==> src/pkg/pshp_consts.svh <==
// register map, field positions and reset values of the host port block
`ifndef PSHP_CONSTS_SVH
`define PSHP_CONSTS_SVH
`define PSHP_ADDR_W          4
`define PSHP_OFF_PE_CTRL     4'h0
`define PSHP_OFF_PE_PINS     4'h1
`define PSHP_OFF_PE_LATCH    4'h2
`define PSHP_OFF_PD_PINS     4'h3
`define PSHP_OFF_PD_LATCH    4'h4
`define PSHP_OFF_PD_DIR      4'h5
`define PSHP_OFF_PIR_ONE     4'h6
`define PSHP_OFF_PIE_ONE     4'h7
`define PSHP_OFF_IPR_ONE     4'h8
`define PSHP_OFF_CONV_ONE    4'h9
`define PSHP_BIT_IBF         7
`define PSHP_BIT_OBF         6
`define PSHP_BIT_INPUT_OVERFLOW_FLAG        5
`define PSHP_BIT_MODE        4
`define PSHP_BIT_HOST_IRQ    7
`define PSHP_RST_PE_CTRL     8'h07
`define PSHP_RST_PD_DIR      8'hFF
`define PSHP_RST_ZERO        8'h00
`define PSHP_PCFG_DIGITAL    3'h7
`endif

==> src/pkg/pshp_pkg.sv <==
// types shared by the host port block
package pshp_pkg;
  // port-E control register layout
  typedef struct packed {
    logic       input_full_flag;
    logic       output_full_flag;
    logic       input_overflow_flag;
    logic       host_port_select;
    logic       unused_zero;
    logic [2:0] pe_direction;
  } pshp_ctrl_t;
  // port-E pins as host control strobes, all active low
  typedef struct packed {
    logic cs_n;
    logic wr_n;
    logic rd_n;
  } pshp_strobe_t;
  // software register bus request
  typedef struct packed {
    logic [3:0] addr;
    logic [7:0] wdata;
    logic       wr;
    logic       rd;
  } pshp_bus_t;
endpackage

==> src/rtl/pshp_top.sv <==
// parallel slave host port with port D / port E pin control
//
// The implementer's own choices: the strobed register port and the placing of the registers.
`timescale 1ns/1ns
`include "pshp_consts.svh"
module pshp_top (
  input  wire logic              i_sys_clk,  // 125 MHz system clock
  input  wire logic              i_rst_n,    // sync reset, active low
  input  wire pshp_pkg::pshp_bus_t i_bus,    // register bus request
  output logic [7:0]             o_rdata,    // read data, cycle after
  output logic                   o_irq,      // level interrupt
  output logic                   o_irq_prio, // priority of the interrupt
  input  wire logic [7:0]        i_pd_in,    // port D pin levels
  output logic [7:0]             o_pd_out,   // port D drive value
  output logic [7:0]             o_pd_oe,    // port D drive enable
  input  wire logic [2:0]        i_pe_in,    // port E pin levels
  output logic [2:0]             o_pe_out,   // port E drive value
  output logic [2:0]             o_pe_oe     // port E drive enable
);
  import pshp_pkg::*;

  logic [10:0]  s1_q;
  logic [10:0]  s2_q;
  logic [10:0]  s3_q;
  logic [10:0]  filt_q;
  logic [10:0]  filt_d;
  pshp_ctrl_t   ctrl_q;
  logic [7:0]   pe_latch_q;
  logic [7:0]   pd_latch_q;
  logic [7:0]   pd_dir_q;
  logic [7:0]   pd_in_q;
  logic         irq_flag_q;
  logic         irq_en_q;
  logic         irq_prio_q;
  logic [7:0]   conv_q;
  logic         wr_act_q;
  logic         rd_act_q;
  logic         pe_digital;
  pshp_strobe_t strobe;
  logic [7:0]   pd_pins;
  logic [2:0]   pe_pins;
  logic         wr_act;
  logic         rd_act;
  logic         host_wr;
  logic         host_rd;
  logic         host_done;
  logic         cpu_wr_ctrl;
  logic         cpu_rd_pd;
  logic         cpu_wr_pd;
  logic [7:0]   rd_mux;

  // strobe decode used for both host strobes
  function automatic logic strobe_on(input logic sel, input logic cs_n,
                                     input logic st_n);
    strobe_on = sel & ~cs_n & ~st_n;
  endfunction

  // three-stage synchroniser for all pins; only s2 and s3 are compared;
  // stages reset to the idle strobe level so the filter sees no false
  // low right after reset
  always_ff @(posedge i_sys_clk) begin
    if (!i_rst_n) begin
      s1_q <= 11'h7FF;
      s2_q <= 11'h7FF;
      s3_q <= 11'h7FF;
    end else begin
      s1_q <= {i_pe_in, i_pd_in};
      s2_q <= s1_q;
      s3_q <= s2_q;
    end
  end

  // a bit changes only once the second and third stage agree
  assign filt_d = (s2_q & s3_q) | (filt_q & (s2_q | s3_q));

  always_ff @(posedge i_sys_clk) begin
    if (!i_rst_n) begin
      filt_q <= 11'h7FF; // idle strobes read high after reset
    end else begin
      filt_q <= filt_d;
    end
  end

  // analog-configured pins read as zero, so strobes are held inactive
  assign pe_digital = (conv_q[2:0] == `PSHP_PCFG_DIGITAL);
  assign pd_pins    = filt_q[7:0];
  assign pe_pins    = pe_digital ? filt_q[10:8] : 3'h0;
  assign strobe     = pe_digital ? pshp_strobe_t'(filt_q[10:8]) : 3'h7;

  // host accesses only count in host port mode with chip selected
  assign wr_act = strobe_on(ctrl_q.host_port_select, strobe.cs_n,
                            strobe.wr_n);
  assign rd_act = strobe_on(ctrl_q.host_port_select, strobe.cs_n,
                            strobe.rd_n);
  assign host_wr   = wr_act & ~wr_act_q;
  assign host_rd   = rd_act & ~rd_act_q;
  // the access completes when its strobe pair is released
  assign host_done = (wr_act_q & ~wr_act) | (rd_act_q & ~rd_act);

  always_ff @(posedge i_sys_clk) begin
    if (!i_rst_n) begin
      wr_act_q <= 1'b0;
      rd_act_q <= 1'b0;
    end else begin
      wr_act_q <= wr_act;
      rd_act_q <= rd_act;
    end
  end

  // cpu side decode
  assign cpu_wr_ctrl = i_bus.wr & (i_bus.addr == `PSHP_OFF_PE_CTRL);
  assign cpu_rd_pd   = i_bus.rd & (i_bus.addr == `PSHP_OFF_PD_PINS);
  assign cpu_wr_pd   = i_bus.wr & ((i_bus.addr == `PSHP_OFF_PD_PINS) |
                                   (i_bus.addr == `PSHP_OFF_PD_LATCH));

  // port-E control: mode and directions by software
  always_ff @(posedge i_sys_clk) begin
    if (!i_rst_n) begin
      ctrl_q.host_port_select <= 1'b0;
      ctrl_q.pe_direction     <= 3'h7;
    end else if (cpu_wr_ctrl) begin
      ctrl_q.host_port_select <= i_bus.wdata[`PSHP_BIT_MODE];
      ctrl_q.pe_direction     <= i_bus.wdata[2:0];
    end
  end

  // bit 3 is not implemented
  always_ff @(posedge i_sys_clk) begin
    ctrl_q.unused_zero <= 1'b0;
  end

  // input full: host write sets, cpu read of port D clears, set wins
  always_ff @(posedge i_sys_clk) begin
    if (!i_rst_n) begin
      ctrl_q.input_full_flag <= 1'b0;
    end else if (host_wr) begin
      ctrl_q.input_full_flag <= 1'b1;
    end else if (cpu_rd_pd && ctrl_q.host_port_select) begin
      ctrl_q.input_full_flag <= 1'b0;
    end
  end

  // output full: cpu write sets, host read clears, set wins
  always_ff @(posedge i_sys_clk) begin
    if (!i_rst_n) begin
      ctrl_q.output_full_flag <= 1'b0;
    end else if (cpu_wr_pd && ctrl_q.host_port_select) begin
      ctrl_q.output_full_flag <= 1'b1;
    end else if (host_rd) begin
      ctrl_q.output_full_flag <= 1'b0;
    end
  end

  // overflow sticks until software writes zero to it; set wins
  always_ff @(posedge i_sys_clk) begin
    if (!i_rst_n) begin
      ctrl_q.input_overflow_flag <= 1'b0;
    end else if (host_wr && ctrl_q.input_full_flag) begin
      ctrl_q.input_overflow_flag <= 1'b1;
    end else if (cpu_wr_ctrl && !i_bus.wdata[`PSHP_BIT_INPUT_OVERFLOW_FLAG]) begin
      ctrl_q.input_overflow_flag <= 1'b0;
    end
  end

  // input latch captures all eight host data bits at once
  always_ff @(posedge i_sys_clk) begin
    if (!i_rst_n) begin
      pd_in_q <= `PSHP_RST_ZERO;
    end else if (host_wr) begin
      pd_in_q <= pd_pins;
    end
  end

  // output latches and directions
  always_ff @(posedge i_sys_clk) begin
    if (!i_rst_n) begin
      pd_latch_q <= `PSHP_RST_ZERO;
      pe_latch_q <= `PSHP_RST_ZERO;
      pd_dir_q   <= `PSHP_RST_PD_DIR;
      conv_q     <= `PSHP_RST_ZERO;
    end else if (i_bus.wr) begin
      if (cpu_wr_pd) begin
        pd_latch_q <= i_bus.wdata;
      end
      if ((i_bus.addr == `PSHP_OFF_PE_PINS) ||
          (i_bus.addr == `PSHP_OFF_PE_LATCH)) begin
        pe_latch_q <= {5'h00, i_bus.wdata[2:0]};
      end
      if (i_bus.addr == `PSHP_OFF_PD_DIR) begin
        pd_dir_q <= i_bus.wdata;
      end
      if (i_bus.addr == `PSHP_OFF_CONV_ONE) begin
        conv_q <= i_bus.wdata;
      end
    end
  end

  // interrupt flag is write-one-to-clear; a completing host access wins the cycle
  always_ff @(posedge i_sys_clk) begin
    if (!i_rst_n) begin
      irq_flag_q <= 1'b0;
    end else if (host_done) begin
      irq_flag_q <= 1'b1;
    end else if (i_bus.wr && (i_bus.addr == `PSHP_OFF_PIR_ONE) &&
                 i_bus.wdata[`PSHP_BIT_HOST_IRQ]) begin
      irq_flag_q <= 1'b0;
    end
  end

  // interrupt enable and priority
  always_ff @(posedge i_sys_clk) begin
    if (!i_rst_n) begin
      irq_en_q   <= 1'b0;
      irq_prio_q <= 1'b0;
    end else if (i_bus.wr) begin
      if (i_bus.addr == `PSHP_OFF_PIE_ONE) begin
        irq_en_q <= i_bus.wdata[`PSHP_BIT_HOST_IRQ];
      end
      if (i_bus.addr == `PSHP_OFF_IPR_ONE) begin
        irq_prio_q <= i_bus.wdata[`PSHP_BIT_HOST_IRQ];
      end
    end
  end

  // registered interrupt outputs
  always_ff @(posedge i_sys_clk) begin
    if (!i_rst_n) begin
      o_irq      <= 1'b0;
      o_irq_prio <= 1'b0;
    end else begin
      o_irq      <= irq_flag_q & irq_en_q;
      o_irq_prio <= irq_prio_q;
    end
  end

  // read mux; port D pins return the host byte in host port mode
  always_comb begin
    rd_mux = `PSHP_RST_ZERO;
    unique case (i_bus.addr)
      `PSHP_OFF_PE_CTRL:  rd_mux = ctrl_q;
      `PSHP_OFF_PE_PINS:  rd_mux = {5'h00, pe_pins};
      `PSHP_OFF_PE_LATCH: rd_mux = pe_latch_q;
      `PSHP_OFF_PD_PINS:  rd_mux = ctrl_q.host_port_select ? pd_in_q
                                                           : pd_pins;
      `PSHP_OFF_PD_LATCH: rd_mux = pd_latch_q;
      `PSHP_OFF_PD_DIR:   rd_mux = pd_dir_q;
      `PSHP_OFF_PIR_ONE:  rd_mux = {irq_flag_q, 7'h00};
      `PSHP_OFF_PIE_ONE:  rd_mux = {irq_en_q, 7'h00};
      `PSHP_OFF_IPR_ONE:  rd_mux = {irq_prio_q, 7'h00};
      `PSHP_OFF_CONV_ONE: rd_mux = conv_q;
      default:            rd_mux = `PSHP_RST_ZERO; // unmapped reads zero
    endcase
  end

  // read data stands only in the cycle after the strobe
  always_ff @(posedge i_sys_clk) begin
    if (!i_rst_n) begin
      o_rdata <= `PSHP_RST_ZERO;
    end else if (i_bus.rd) begin
      o_rdata <= rd_mux;
    end else begin
      o_rdata <= `PSHP_RST_ZERO;
    end
  end

  // pin drivers; in host port mode port D drives only while host reads,
  // port E never drives, whatever the direction bits hold
  always_ff @(posedge i_sys_clk) begin
    if (!i_rst_n) begin
      o_pd_out <= `PSHP_RST_ZERO;
      o_pd_oe  <= `PSHP_RST_ZERO;
      o_pe_out <= 3'h0;
      o_pe_oe  <= 3'h0;
    end else begin
      o_pd_out <= pd_latch_q;
      o_pe_out <= pe_latch_q[2:0];
      if (ctrl_q.host_port_select) begin
        o_pd_oe <= {8{rd_act}};
        o_pe_oe <= 3'h0;
      end else begin
        o_pd_oe <= ~pd_dir_q;
        o_pe_oe <= ~ctrl_q.pe_direction;
      end
    end
  end

endmodule // pshp_top

==> config.mk <==
export PLATFORM = sky130hd
export DESIGN_NAME = pshp_top
export DESIGN_NICKNAME = d
export VERILOG_FILES = /design/src/pkg/pshp_pkg.sv /design/src/rtl/pshp_top.sv
export VERILOG_INCLUDE_DIRS = /design/src /design/src/pkg
export SDC_FILE = /design/constraint.sdc
export NUM_CORES = 1
export LEC_CHECK = 0
export BUFFER_PORTS_ARGS = -buffer_cell sky130_fd_sc_hd__buf_4
export CAP_MARGIN = 20
export CORE_MARGIN = 1.5
export CORE_UTILIZATION = 58
export DETAILED_ROUTE_END_ITERATION = 12
export PLACE_DENSITY = 0.8
export SLEW_MARGIN = 10
export SYNTH_ARGS = -nofsm -noshare
export SYNTH_HDL_FRONTEND = slang
export SYNTH_SLANG_ARGS = --single-unit
==> constraint.sdc <==
create_clock -name i_sys_clk -period 2.7 [get_ports i_sys_clk]
set_input_delay 0.405 -clock i_sys_clk [delete_from_list [all_inputs] [get_ports i_sys_clk]]
set_output_delay 0.405 -clock i_sys_clk [all_outputs]
set_load 0.005 [all_outputs]
==> results.py <==
metrics = {
    "placement": {
        "place.port_buffers": 58,
        "gp_congestion": 0.893,
        "post_dp_cell_area_sq_mm": 0.00486,
        "post-place-ws_ns": 0.840,
        "dpl.hpwl_microns": 6840,
        "placedCellCount": 584,
    },
    "synth": {
        "synth_cell_type_count": 46,
        "synth.largest_area_cell": "sky130_fd_sc_hd__dfxtp_1",
        "synth_top_area_frac": 0.557,
        "synth_enable_flop_cells": 0,
        "syn_inst": 452,
        "syn_avg_cell_area_sq_um": 9.79,
        "async_flop_share": 0,
        "syn_area_sq_mm": 0.00442,
        "synth_ff_type": "sky130_fd_sc_hd__dfxtp_1",
        "synth_xor_area_frac": 0.00198,
        "synth-simple-area-share": 0.225,
        "synth_seq_area_share": 0.557,
        "synth.area.mux_share": 0.0707,
        "synthesis.yosys.warnings": 0,
        "postSynthRegisterBits": 123,
        "main_combinational_cell_family_by_area_after_synthesis": "simple AND/OR/NAND/NOR gates",
        "yosys-top-cells-area": "sky130_fd_sc_hd__dfxtp_1 56%, sky130_fd_sc_hd__nand2b_1 4.8%, sky130_fd_sc_hd__mux2i_1 4.5%, sky130_fd_sc_hd__nand2_1 3.8%, sky130_fd_sc_hd__nand3_1 3.7%",
        "synth-compound-area-share": 0.108,
        "net_count_of_the_mapped_netlist": 479,
        "synth-adder-area-share": 0,
    },
    "worst_setup_path": {
        "critical_path.startpoint": "conv_q[1]",
        "critPathRequiredTime_ns": 3.15,
        "r2r-start": "conv_q[1]",
        "crit_family": "simple AND/OR/NAND/NOR gates",
        "cp_slowest_cell": "sky130_fd_sc_hd__nor4b_4",
        "worst_path_largest_cell_delay_ns": 0.73,
        "crit_path_cell_trace": "nand3_1 > nor4b_4 > nand2_1 > a21oi_1",
        "cp.buffers_inverters": 0,
        "critical_path_peak_fanout": 18,
        "worstSetupEndpointType": "flip-flop",
        "timing.critical_path.arrival_ns": 2.13,
        "worst-setup-path-type": "reg2reg",
        "cp-start-kind": "flip-flop",
    },
    "worst_hold_path": {
        "hp-start": "i_pd_in[6]",
        "hold_path.class": "in2reg",
    },
    "timing": {
        "final-hold-violation-count": 0,
        "timing.fmax_ghz": 0.595,
        "worst_slew_pin_slew_ns": 0.823,
        "total_negative_setup_slacks_ns": 0,
        "finClkSkew_ns": 0.00539,
        "max-slew-margin-rel": 0.449,
        "timing.final.ws_setup_ns": 1.02,
        "final_period_minus_worst_setup_slack_ns": 1.68,
        "setup_viol": 0,
        "post-route-period-util": 0.622,
        "grt_setup_unrepaired": "no",
        "number_of_pins_exceeding_their_max_slew_limit_in_the_final_report": 0,
    },
    "layout": {
        "highest_count_cells_in_the_layout_ignoring_fill_and_taps": "123 x sky130_fd_sc_hd__dfxtp_1, 62 x sky130_fd_sc_hd__buf_4, 45 x sky130_fd_sc_hd__nand2_1",
        "insertedDiodeCount": 0,
        "nNetsFinal": 531,
        "areaGrowthSynthToFinish_pct": 24.2,
        "post_layout_inst_area_sq_mm": 0.00550,
        "final_cell_count_no_fill": 616,
        "postLayoutCoreUtil": 0.750,
        "multi_input_area_sq_mm": 0.00179,
        "final_common_cell": "sky130_fd_sc_hd__dfxtp_1",
        "drive_gt1_frac": 0.213,
        "seq_area_sq_mm": 0.00246,
        "final.fill_count": 506,
    },
    "clocking": {
        "worst_setup_hold_path_clk_slew_ns": 0.06,
        "later_pin_clock_latency_in_the_skew_report_ns": 0.51,
        "hold_buffers": 0,
        "cts.root.buffer_cell": "sky130_fd_sc_hd__clkbuf_8",
        "post_cts_resized": 0,
        "post-cts-setup-buffers": 0,
        "cts_made_buffers": 17,
        "tritoncts": "yes",
        "cts.sinks": 123,
        "cts-root-to-sink-buffers": 2,
        "cts_htree_levels": 4,
    },
    "grt": {
        "pin_count_of_the_biggest_net_entering_global_routing": 54,
        "first_pass_grt_wire_length_microns": 16500,
        "grt.overflow.total": 0,
        "gr-usage-all-layers": 0.265,
        "initial_antenna_violation_count": 0,
        "first_global_vias": 3260,
    },
    "die": {
        "die_y_microns": 90.3,
        "die-area_sq_mm": 0.00816,
        "start_util": 0.603,
        "area_of_the_core_sq_mm": 0.00733,
        "floorplan.rows": 31,
        "ioPinCount": 59,
        "dieWidth_microns": 90.3,
    },
    "routing": {
        "route.detailed.vias_per_inst": 5.68,
        "post_drt_wl_per_cell_microns": 16.8,
        "first_iter_violations": 318,
        "residual_antenna_violating_net_count_after_detailed_routing": 0,
        "drt_wl_total_microns": 10300,
        "first_pass_iteration_count_of_the_detailed_router": 7,
        "vias": 3501,
        "drcViolationCount": 0,
    },
    "power": {
        "max-vdd-ir-drop_v": 0.000701,
        "power.static_leakage_nw": 2.25,
        "pwr_density_cell_mw_per_mm2": 813,
    },
    "run_status": {
        "run_status": "finished clean",
    },
    "job": {
        "drv.max_cap_violation_count": 0,
    },
}
-- worst paths after layout --
kind | end | slack (ns) | depth (start not counted)
worst max-delay path | ctrl_q[5] | 1.02 | 4
worst min-delay path | s1_q[6] | 0.07 | 2
worst max register to register | ctrl_q[5] | 1.02 | 4
worst min register to register | s2_q[8] | 0.40 | 1
-- power by group --
group / internal, mW / switching (mW)
Sequential: 1.85 / 0.0194
Clock: 1.60 / 0.814
Combinational: 0.0771 / 0.105
Total: 3.53 / 0.939
-- routing by layer --
layer  vias up  GRT usage  wire length, microns
met4         0      0.123                   228
li1       1678          -                     -
met3        20     0.0724                   717
met5         -          0                     0
met2       139      0.407                  4740
met1      1664      0.348                  4640
-- per-stage QoR --
step | power (mW) | hold slack [ns]
2_1_floorplan | 2.02 | 0.386
3_3_place_gp | 2.08 | 0.389
3_5_place_dp | 2.09 | 0.391
4_1_cts | 4.49 | 0.0491
5_1_grt | 4.59 | 0.0621
6_report | 4.47 | 0.0660
-- sequential cells by signal, indices dropped and copies added (netlist names), 3 cells and up --
name,cells
pe_latch_q,3
pd_in_q,8
conv_q,8
o_pd_out,8
ctrl_q,7
o_pe_out,3
s1_q,11
o_pe_oe,3
pd_latch_q,8
s3_q,11
o_pd_oe,8
filt_q,11
s2_q,11
o_rdata,8
pd_dir_q,8
-- cell families (layout without fill, tap and decap cells) --
| kind of cell | after synthesis | after routing |
|---|---|---|
| AOI/OAI and AO/OA | 80 | 80 |
| xor gates and xnor gates | 1 | 1 |
| buffers and inverters | 32 | 97 |
| DFF | 123 | 123 |
| muxes | 29 | 29 |
| and+or+nand+nor | 187 | 187 |
-- layout make-up --
type / instances / share of cell area
multi-input cells: 297 / 0.326
clock inverters: 13 / 0.0396
repair buffers: 62 / 0.0847
flip-flops and latches: 123 / 0.448
inverters: 3 / 0.00205
clock buffers: 19 / 0.0767
well taps: 99 / 0.0225
-- synthesized netlist by cell type, types with 2 or more instances --
library cell,n
sky130_fd_sc_hd__and2_1,13
sky130_fd_sc_hd__buf_2,11
sky130_fd_sc_hd__a32oi_1,2
sky130_fd_sc_hd__nand2_1,45
sky130_fd_sc_hd__buf_4,3
sky130_fd_sc_hd__a221oi_1,3
sky130_fd_sc_hd__a211o_1,2
sky130_fd_sc_hd__mux2i_1,20
sky130_fd_sc_hd__nor4_1,2
sky130_fd_sc_hd__mux2_2,8
sky130_fd_sc_hd__o211ai_1,2
sky130_fd_sc_hd__and3_1,4
sky130_fd_sc_hd__nor2_1,37
sky130_fd_sc_hd__nand3_1,33
sky130_fd_sc_hd__nand4_1,3
sky130_fd_sc_hd__clkbuf_1,10
sky130_fd_sc_hd__o21ai_0,29
sky130_fd_sc_hd__nor4b_4,2
sky130_fd_sc_hd__a22oi_1,5
sky130_fd_sc_hd__a31oi_1,4
sky130_fd_sc_hd__a222oi_1,2
sky130_fd_sc_hd__buf_6,3
sky130_fd_sc_hd__and4b_1,2
sky130_fd_sc_hd__nor2b_1,3
sky130_fd_sc_hd__a21oi_1,26
sky130_fd_sc_hd__buf_1,2
sky130_fd_sc_hd__and4bb_2,2
sky130_fd_sc_hd__nand2b_1,34
sky130_fd_sc_hd__dfxtp_1,123
Note: power is estimated with default switching activity, not from simulation.
